===== config.mk =====
export PLATFORM = sky130hd
export DESIGN_NAME = user_break_unit
export DESIGN_NICKNAME = d
export VERILOG_FILES = /design/src/hdl/break_match_pkg.sv /design/src/hdl/user_break_unit.sv
export SDC_FILE = /design/constraint.sdc
export NUM_CORES = 1
export LEC_CHECK = 0
export BUFFER_PORTS_ARGS = -buffer_cell sky130_fd_sc_hd__buf_2
export CORE_MARGIN = 5
export CORE_UTILIZATION = 50
export DETAILED_ROUTE_END_ITERATION = 7
export PLACE_DENSITY = 0.89
export SLEW_MARGIN = 20
export SYNTH_ARGS = -nofsm -noshare
export SYNTH_HDL_FRONTEND = slang
export SYNTH_SLANG_ARGS = --single-unit

===== constraint.sdc =====
create_clock -name clk_i -period 3.4 [get_ports clk_i]
set_clock_uncertainty 0.15 [all_clocks]
set_input_delay 0.68 -clock clk_i [delete_from_list [all_inputs] [get_ports clk_i]]
set_output_delay 0.68 -clock clk_i [all_outputs]
set_load 0.02 [all_outputs]

===== src/hdl/break_match_pkg.sv =====
// Constants and types shared by the bus-cycle break matcher.
// Assumes a 32-bit classic Wishbone register bus and a same-clock cycle monitor.
package break_match_pkg;

   // ------------------------------------------------------------
   // Register indices; byte address is four times the index
   // ------------------------------------------------------------
   localparam logic [27:0] IDX_ADDR_HIGH  = 28'h5ffff90;
   localparam logic [27:0] IDX_ADDR_LOW   = 28'h5ffff92;
   localparam logic [27:0] IDX_MASK_HIGH  = 28'h5ffff94;
   localparam logic [27:0] IDX_MASK_LOW   = 28'h5ffff96;
   localparam logic [27:0] IDX_CYCLE_SEL  = 28'h5ffff98;
   localparam logic [27:0] IDX_IRQ_STATUS = 28'h5ffff9a;
   localparam logic [27:0] IDX_IRQ_ENABLE = 28'h5ffff9c;

   // ------------------------------------------------------------
   // Reset values
   // ------------------------------------------------------------
   localparam logic [15:0] RST_BREAK_REG  = 16'h0000;
   localparam logic [1:0]  RST_IRQ_STATUS = 2'h0;
   localparam logic [1:0]  RST_IRQ_ENABLE = 2'h3;

   // ------------------------------------------------------------
   // Field positions of the cycle select register
   // ------------------------------------------------------------
   localparam int POS_MASTER_SEL = 6;
   localparam int POS_FETCH_SEL  = 4;
   localparam int POS_DIR_SEL    = 2;
   localparam int POS_SIZE_SEL   = 0;
   localparam logic [15:0] CYCLE_SEL_USED = 16'h00ff;

   // Status and enable bit positions
   localparam int POS_HIT_CPU = 0;
   localparam int POS_HIT_DMA = 1;

   // Operand size codes of an observed cycle and of the size field
   localparam logic [1:0] SIZE_ANY  = 2'h0;
   localparam logic [1:0] SIZE_BYTE = 2'h1;
   localparam logic [1:0] SIZE_WORD = 2'h2;
   localparam logic [1:0] SIZE_LONG = 2'h3;

   // One observed bus cycle from the CPU or the DMA master
   typedef struct packed {
      logic        valid;
      logic [31:0] addr;
      logic        dma_master;
      logic        fetch;
      logic        write;
      logic [1:0]  size;
   } bus_cycle_t;

endpackage


===== src/hdl/user_break_unit.sv =====
// User break unit: watches CPU and DMA bus cycles and raises a break request.
// Assumes the observed cycle arrives from logic on clk_i, one cycle per valid strobe,
// and a classic Wishbone master with 32-bit data on the register side.
//
// Summary of operation
// - Each observed address is compared with the 32-bit break address built from the high and low halves.
// - Breaks can be limited to cycles of the CPU or of the DMA master, and cycles of both are watched.
// - Breaks can be limited to instruction fetches or to data accesses.
// - Breaks can be limited to byte, word or long word operand size.
// - When every programmed condition matches a cycle, a break interrupt request goes to the CPU.
// - A break on a CPU instruction fetch is signalled in the fetch cycle itself so it lands before execution.
// - Five readable and writable break registers exist, each cleared to zero by reset.
// - Register selection decodes only index bits 27 to 24 and 8 to 0, ignoring bits 23 to 9.
// - A mask bit of 0 keeps the address bit in the compare and a 1 makes that bit always match.
// - Master field 00 never breaks, 01 CPU only, 10 DMA only, 11 both.
// - Fetch/data field 00 never breaks, 01 fetch only, 10 data only, 11 both.
// - Direction field 00 never breaks, 01 read only, 10 write only, 11 both.
//
// Decided for this implementation: register access over Wishbone.

`timescale 1ns/1ps

module user_break_unit (
   input  wire logic                         clk_i,
   input  wire logic                         rst_i,
   // Wishbone slave
   input  wire logic                         cyc_i,
   input  wire logic                         stb_i,
   input  wire logic                         we_i,
   input  wire logic [31:0]                  adr_i,
   input  wire logic [3:0]                   sel_i,
   input  wire logic [31:0]                  dat_i,
   output logic      [31:0]                  dat_o,
   output logic                              ack_o,
   // Observed bus cycle
   input  wire break_match_pkg::bus_cycle_t  cycle_i,
   // Break outputs
   output logic                              fetch_break_o,
   output logic                              break_irq_o
);

   // ------------------------------------------------------------
   // Helpers
   // ------------------------------------------------------------

   // Two-bit select field: bit 0 admits the first kind, bit 1 the second
   function automatic logic field_ok(input logic [1:0] fsel, input logic second);
      field_ok = second ? fsel[1] : fsel[0];
   endfunction

   // Index compare on bits 27..24 and 8..0 only
   function automatic logic idx_hit(input logic [27:0] idx, input logic [27:0] ref_idx);
      idx_hit = (idx[27:24] == ref_idx[27:24]) && (idx[8:0] == ref_idx[8:0]);
   endfunction

   // Byte-lane merge of a 16-bit register
   function automatic logic [15:0] lane_merge(input logic [15:0] old, input logic [15:0] wdat,
                                              input logic [1:0] lanes);
      lane_merge[7:0]  = lanes[0] ? wdat[7:0]  : old[7:0];
      lane_merge[15:8] = lanes[1] ? wdat[15:8] : old[15:8];
   endfunction

   // ------------------------------------------------------------
   // Register state
   // ------------------------------------------------------------
   logic [15:0] break_addr_high;
   logic [15:0] break_addr_low;
   logic [15:0] break_mask_high;
   logic [15:0] break_mask_low;
   logic [15:0] break_cycle_select;
   logic [1:0]  irq_status;
   logic [1:0]  irq_enable;

   logic [27:0] reg_idx;
   logic        bus_req;
   logic        wr_stb;
   logic        sel_addr_high;
   logic        sel_addr_low;
   logic        sel_mask_high;
   logic        sel_mask_low;
   logic        sel_cycle;
   logic        sel_status;
   logic        sel_enable;
   logic [15:0] next_rdata;

   assign reg_idx = adr_i[29:2];
   assign bus_req = cyc_i && stb_i && !ack_o;
   assign wr_stb  = bus_req && we_i;

   // Register select, upper index bits 23..9 ignored
   // partial index decode
   assign sel_addr_high = idx_hit(reg_idx, break_match_pkg::IDX_ADDR_HIGH);
   assign sel_addr_low  = idx_hit(reg_idx, break_match_pkg::IDX_ADDR_LOW);
   assign sel_mask_high = idx_hit(reg_idx, break_match_pkg::IDX_MASK_HIGH);
   assign sel_mask_low  = idx_hit(reg_idx, break_match_pkg::IDX_MASK_LOW);
   assign sel_cycle     = idx_hit(reg_idx, break_match_pkg::IDX_CYCLE_SEL);
   assign sel_status    = idx_hit(reg_idx, break_match_pkg::IDX_IRQ_STATUS);
   assign sel_enable    = idx_hit(reg_idx, break_match_pkg::IDX_IRQ_ENABLE);

   // ------------------------------------------------------------
   // Wishbone handshake
   // ------------------------------------------------------------

   // One-cycle acknowledge, unmapped addresses answered too
   always_ff @(posedge clk_i) begin
      if (rst_i) begin
         ack_o <= 1'b0;
      end else begin
         ack_o <= bus_req;
      end
   end

   // Read mux, unmapped and reserved bits read zero
   always_comb begin
      next_rdata = 16'h0000;
      if (sel_addr_high) begin
         next_rdata = break_addr_high;
      end else if (sel_addr_low) begin
         next_rdata = break_addr_low;
      end else if (sel_mask_high) begin
         next_rdata = break_mask_high;
      end else if (sel_mask_low) begin
         next_rdata = break_mask_low;
      end else if (sel_cycle) begin
         next_rdata = break_cycle_select & break_match_pkg::CYCLE_SEL_USED;
      end else if (sel_status) begin
         next_rdata = {14'h0000, irq_status};
      end else if (sel_enable) begin
         next_rdata = {14'h0000, irq_enable};
      end
   end

   // Read data registered with the acknowledge
   always_ff @(posedge clk_i) begin
      if (rst_i) begin
         dat_o <= 32'h0000_0000;
      end else if (bus_req && !we_i) begin
         dat_o <= {16'h0000, next_rdata};
      end
   end

   // ------------------------------------------------------------
   // Break condition registers
   // ------------------------------------------------------------

   // Address and mask halves, byte lanes honoured
   // four registers cleared at reset
   always_ff @(posedge clk_i) begin
      if (rst_i) begin
         break_addr_high <= break_match_pkg::RST_BREAK_REG;
         break_addr_low  <= break_match_pkg::RST_BREAK_REG;
         break_mask_high <= break_match_pkg::RST_BREAK_REG;
         break_mask_low  <= break_match_pkg::RST_BREAK_REG;
      end else if (wr_stb) begin
         if (sel_addr_high) begin
            break_addr_high <= lane_merge(break_addr_high, dat_i[15:0], sel_i[1:0]);
         end
         if (sel_addr_low) begin
            break_addr_low <= lane_merge(break_addr_low, dat_i[15:0], sel_i[1:0]);
         end
         if (sel_mask_high) begin
            break_mask_high <= lane_merge(break_mask_high, dat_i[15:0], sel_i[1:0]);
         end
         if (sel_mask_low) begin
            break_mask_low <= lane_merge(break_mask_low, dat_i[15:0], sel_i[1:0]);
         end
      end
   end

   // Cycle select, reserved upper byte kept at zero
   // cycle select cleared at reset
   always_ff @(posedge clk_i) begin
      if (rst_i) begin
         break_cycle_select <= break_match_pkg::RST_BREAK_REG;
      end else if (wr_stb && sel_cycle) begin
         break_cycle_select <= lane_merge(break_cycle_select, dat_i[15:0], sel_i[1:0])
                               & break_match_pkg::CYCLE_SEL_USED;
      end
   end

   // ------------------------------------------------------------
   // Cycle matching
   // ------------------------------------------------------------
   logic [31:0] break_addr;
   logic [31:0] break_mask;
   logic [1:0]  master_sel;
   logic [1:0]  fetch_data_sel;
   logic [1:0]  dir_sel;
   logic [1:0]  size_sel;
   logic        addr_ok;
   logic        master_ok;
   logic        kind_ok;
   logic        dir_ok;
   logic        size_ok;
   logic        cycle_hit;

   // full 32-bit break address from both halves
   assign break_addr     = {break_addr_high, break_addr_low};
   assign break_mask     = {break_mask_high, break_mask_low};
   assign master_sel     = break_cycle_select[break_match_pkg::POS_MASTER_SEL +: 2];
   assign fetch_data_sel = break_cycle_select[break_match_pkg::POS_FETCH_SEL +: 2];
   assign dir_sel        = break_cycle_select[break_match_pkg::POS_DIR_SEL +: 2];
   assign size_sel       = break_cycle_select[break_match_pkg::POS_SIZE_SEL +: 2];

   // set mask bits drop out of the compare
   assign addr_ok   = ((cycle_i.addr ^ break_addr) & ~break_mask) == 32'h0000_0000;
   // master qualifier; CPU on bit 0, DMA on bit 1
   assign master_ok = field_ok(master_sel, cycle_i.dma_master);
   // cycle type qualifier; fetch on bit 0, data on bit 1
   assign kind_ok   = field_ok(fetch_data_sel, !cycle_i.fetch);
   // read on bit 0, write on bit 1
   assign dir_ok    = field_ok(dir_sel, cycle_i.write);
   // operand size qualifier, zero field admits any size
   assign size_ok   = (size_sel == break_match_pkg::SIZE_ANY) || (size_sel == cycle_i.size);

   // every condition together in one cycle
   assign cycle_hit = cycle_i.valid && addr_ok && master_ok && kind_ok && dir_ok && size_ok;

   // fetch break flagged in the fetch cycle itself
   assign fetch_break_o = cycle_hit && cycle_i.fetch && !cycle_i.dma_master;

   // ------------------------------------------------------------
   // Interrupt status and enable
   // ------------------------------------------------------------
   logic [1:0] hit_vec;
   logic [1:0] clr_vec;

   assign hit_vec[break_match_pkg::POS_HIT_CPU] = cycle_hit && !cycle_i.dma_master;
   assign hit_vec[break_match_pkg::POS_HIT_DMA] = cycle_hit && cycle_i.dma_master;
   assign clr_vec = (wr_stb && sel_status && sel_i[0]) ? dat_i[1:0] : 2'h0;

   // Sticky hits, write one clears, a new hit wins over the clear
   // hit recorded for the request
   always_ff @(posedge clk_i) begin
      if (rst_i) begin
         irq_status <= break_match_pkg::RST_IRQ_STATUS;
      end else begin
         irq_status <= (irq_status & ~clr_vec) | hit_vec;
      end
   end

   // Interrupt enable mask
   always_ff @(posedge clk_i) begin
      if (rst_i) begin
         irq_enable <= break_match_pkg::RST_IRQ_ENABLE;
      end else if (wr_stb && sel_enable && sel_i[0]) begin
         irq_enable <= dat_i[1:0];
      end
   end

   // level request while an enabled hit is pending
   assign break_irq_o = |(irq_status & irq_enable);
endmodule


==> summary.md <==
| Metric | Value |
|---|---|
| Critical-path top delay cell | nor4_1 |
| Pre-antenna DRT Iters | 5 |
| WL/cell | around 18 um |
| Port Buffer Count | 92 |
| FF+latch count, synth | 93 |
| Final Hold Viols | 0 |
| Startpoint Class | primary input |
| Sink Count | 93 |
| Sum of negative setup slack | 0 ps |
| Count of cell types in the netlist | slightly above 50 |
| Worst-path fanout max | 3 |
| Max-slew headroom | about half |
| Power Dens Cells | roughly 370 nW/um^2 |
| Vias | approximately 4600 |
| Largest net degree at the start of global routing | 44 |
| Top cell family by delay on the critical path | simple AND/OR/NAND/NOR gates |
| Most frequent cell after synthesis | dfxtp_1 |
| Via count of the first global-routing pass | around 4400 |
| Filler cells | between 800 and 900 |
| Cell Area, Synth | approximately 4800 um^2 |
| Top sig layer | met4 |
| CP most frequent cell | buf_2 |
| Post-route cell area | roughly 5500 um^2 |
| Clock transition at path regs | approximately 80 ps |
| Post-placement cell count | about 760 |
| Die W | between 100 and 150 um |
| Max Cap Violations | 0 |
| Fin. max-slew vios | 0 |
| DR vias/cell | about 5.9 |
| Met3 WL | ~1.6 mm |
| Worst Path Required | ~2600 ps |
| Die height | between 100 and 150 um |
| Clock latency on the worst-skew pair | around 370 ps |
| HPWL Detailed | roughly 10 mm |
| Share of cells above drive strength 1 | 21.9% |
| Placed cell areas | around 5400 um^2 |
| Tcrit/Tclk final | 88.4% |
| RD Place Congestion | slightly above 0.9 |
| Static Leak | around 2.1 nW |
| Cell Chain, Critical Path | buf_2, xnor2_1, o22ai_1, nor4_1, nand4_1, nor3_1, buf_2 |
| Yosys top cell by area | dfxtp_1 |
| Crit. End Element | primary output |
| Syn_area_per_cell | ~8.7 um^2 |
| Final Non-Filler Cells | ~800 |
| Seq/Total Area, Yosys | about 39% |
| Std-Cell Rows | 35 |
| Buffer and inverter count on the worst path | 2 |
| EDFF count, synth | 0 |
| Endpoints failing setup | 0 |
| First-pass GRT wire length | 21.9 mm |
| Tmin final | 3000 ps |
| Status | finished clean |
| Worst reg-to-reg setup slack | 1220 ps |
| HP Class | flip-flop to flip-flop |
| Worst Max-Slew Pin Slew | between 700 and 800 ps |
| # hold bufs at CTS | 0 |
| CTS tree | built |
| M1 wire length | about 5.7 mm |
| FMAX | around 330 MHz |
| CTS Buf Count | 9 |
| Post-route ant nets | 0 |
| CP Class | primary input to primary output |
| H-tree depth | 3 |
| DRC Markers | 0 |
| Initial antenna violation count | 0 |
| Final WL | roughly 14 mm |
| Top post-synthesis cells by count | 93 x dfxtp_1, 87 x nor2_1, 60 x mux2i_1 |
| Main synth FF type | dfxtp_1 |
| Top cell type's share of synthesized area | around two fifths |
| Initial core utilization | roughly 52% |
| Syn-to-layout area delta | 15.3% |
| Root Driver | clkbuf_8 |
| Crit path DAT | around 2200 ps |
| Boundary Pins | 146 |
| Syn Inst Count | around 550 |
| NumNets Final | roughly 750 |
| RSZ-0062 raised after global routing | false |
| Clock buffer depth | 2 |
| Total track usage | a little under a quarter |
| Cts repair resizes | 0 |
| Area contributors post-synth | dfxtp_1 39%, mux2i_1 12%, nor2_1 6.8% |
| Post-CTS Setup Bufs | 0 |
| Core ar. | 9330 um^2 |
| Initial DRC count | 476 |
| Antenna cell count | 0 |
| Synth Warn # | 0 |
| Met2 wire len | approximately 6.5 mm |
| Asr flop ratio synth | 0% |
| Die Footprint | roughly 12000 um^2 |
| Slowest cell delay on critical path | 310 ps |
| Total grt overflow | 0 |
| Peak VDD IR | just over 0.2 mV |
## flip-flops by register name (all words and copies together) (netlist names)
| name | flops |
|---|---|
| ack_o | 1 |
| break_addr_high | 16 |
| break_addr_low | 16 |
| break_cycle_select | 8 |
| break_mask_high | 16 |
| break_mask_low | 16 |
| dat_o | 16 |
| irq_enable | 2 |
| irq_status | 2 |
## routing by layer
metal / track usage, % / vias to the layer above
met5: 0 / -
met2: 38.1 / 301
met4: 8.84 / 0
met1: 31.1 / 2144
met3: 5.55 / 37
li1: - / 2104
## area by class of cell
type                       instances  area [um^2]  area share [%]
timing repair buffer             107          573            10.3
clock buffer                      10          128            2.30
sequential                        93         1860            33.6
tap                              129          161            2.91
multi-input combinational        426         2740            49.4
clock inverter                     6         61.3            1.10
inverter                           6         22.5           0.406
## where the power goes
part	switching (mW)	leakage, nW	internal [mW]
combinational	0.142	1.26	0.0809
clock	0.392	0.0964	0.339
sequential	0.00323	0.750	1.09
total	0.538	2.10	1.52
## path summary, 6_finish.rpt
path,startpoint,end,cells after the start
setup reg to reg,ack_o$_SDFF_PP0_,break_addr_low[8]$_SDFFE_PP0P_,5
hold reg to reg,break_mask_high[2]$_SDFFE_PP0P_,break_mask_high[2]$_SDFFE_PP0P_,2
hold / removal,break_mask_high[2]$_SDFFE_PP0P_,break_mask_high[2]$_SDFFE_PP0P_,2
setup / recovery,cycle_i[20],fetch_break_o,7
## worst register-to-register path, cell delays in order, from the launching register on
cell and delay, ps:
dfxtp_1 330, and3b_1 260, nand3_1 330, nor3_4 650
mux2i_1 270, nor2_1 60
## through the flow
step / util (%) / worst slack (ps) / hold slack, ps / total power, mW
after floorplan: - / 741 / 291 / 1.26
after global placement: 57.5 / 478 / 304 / 1.34
after detailed placement: 57.5 / 422 / 310 / 1.34
after CTS: 59.5 / 445 / 321 / 2.05
after global routing: 59.5 / 262 / 352 / 2.13
final: 59.5 / 395 / 321 / 2.05
## layout by cell type, fill, tap and decap left out, types with 15 or more instances in the layout
master   netlist  routed
dfxtp_1       93      93
buf_2          2      92
nor2_1        87      87
mux2i_1       60      60
nand2_1       45      45
xnor2_1       32      32
a21oi_1       30      30
o21ai_0       19      19
nor3_1        18      18
conb_1         1      16
o22ai_1       15      15
buf_4         17      15
## kinds of logic (layout without fill, tap and decap cells)
logic type | after synthesis | count (layout) | synth area share, %
muxes | 68 | 68 | 14.4
buffers and inverters | 49 | 129 | 5.51
xor gates and xnor gates | 32 | 32 | 5.82
and+or+nand+nor | 209 | 209 | 22.4
other | 1 | 16 | 0.0779
DFF | 93 | 93 | 38.7
AOI/OAI and AO/OA | 101 | 101 | 13.1
(Power assumes the default switching activity.)
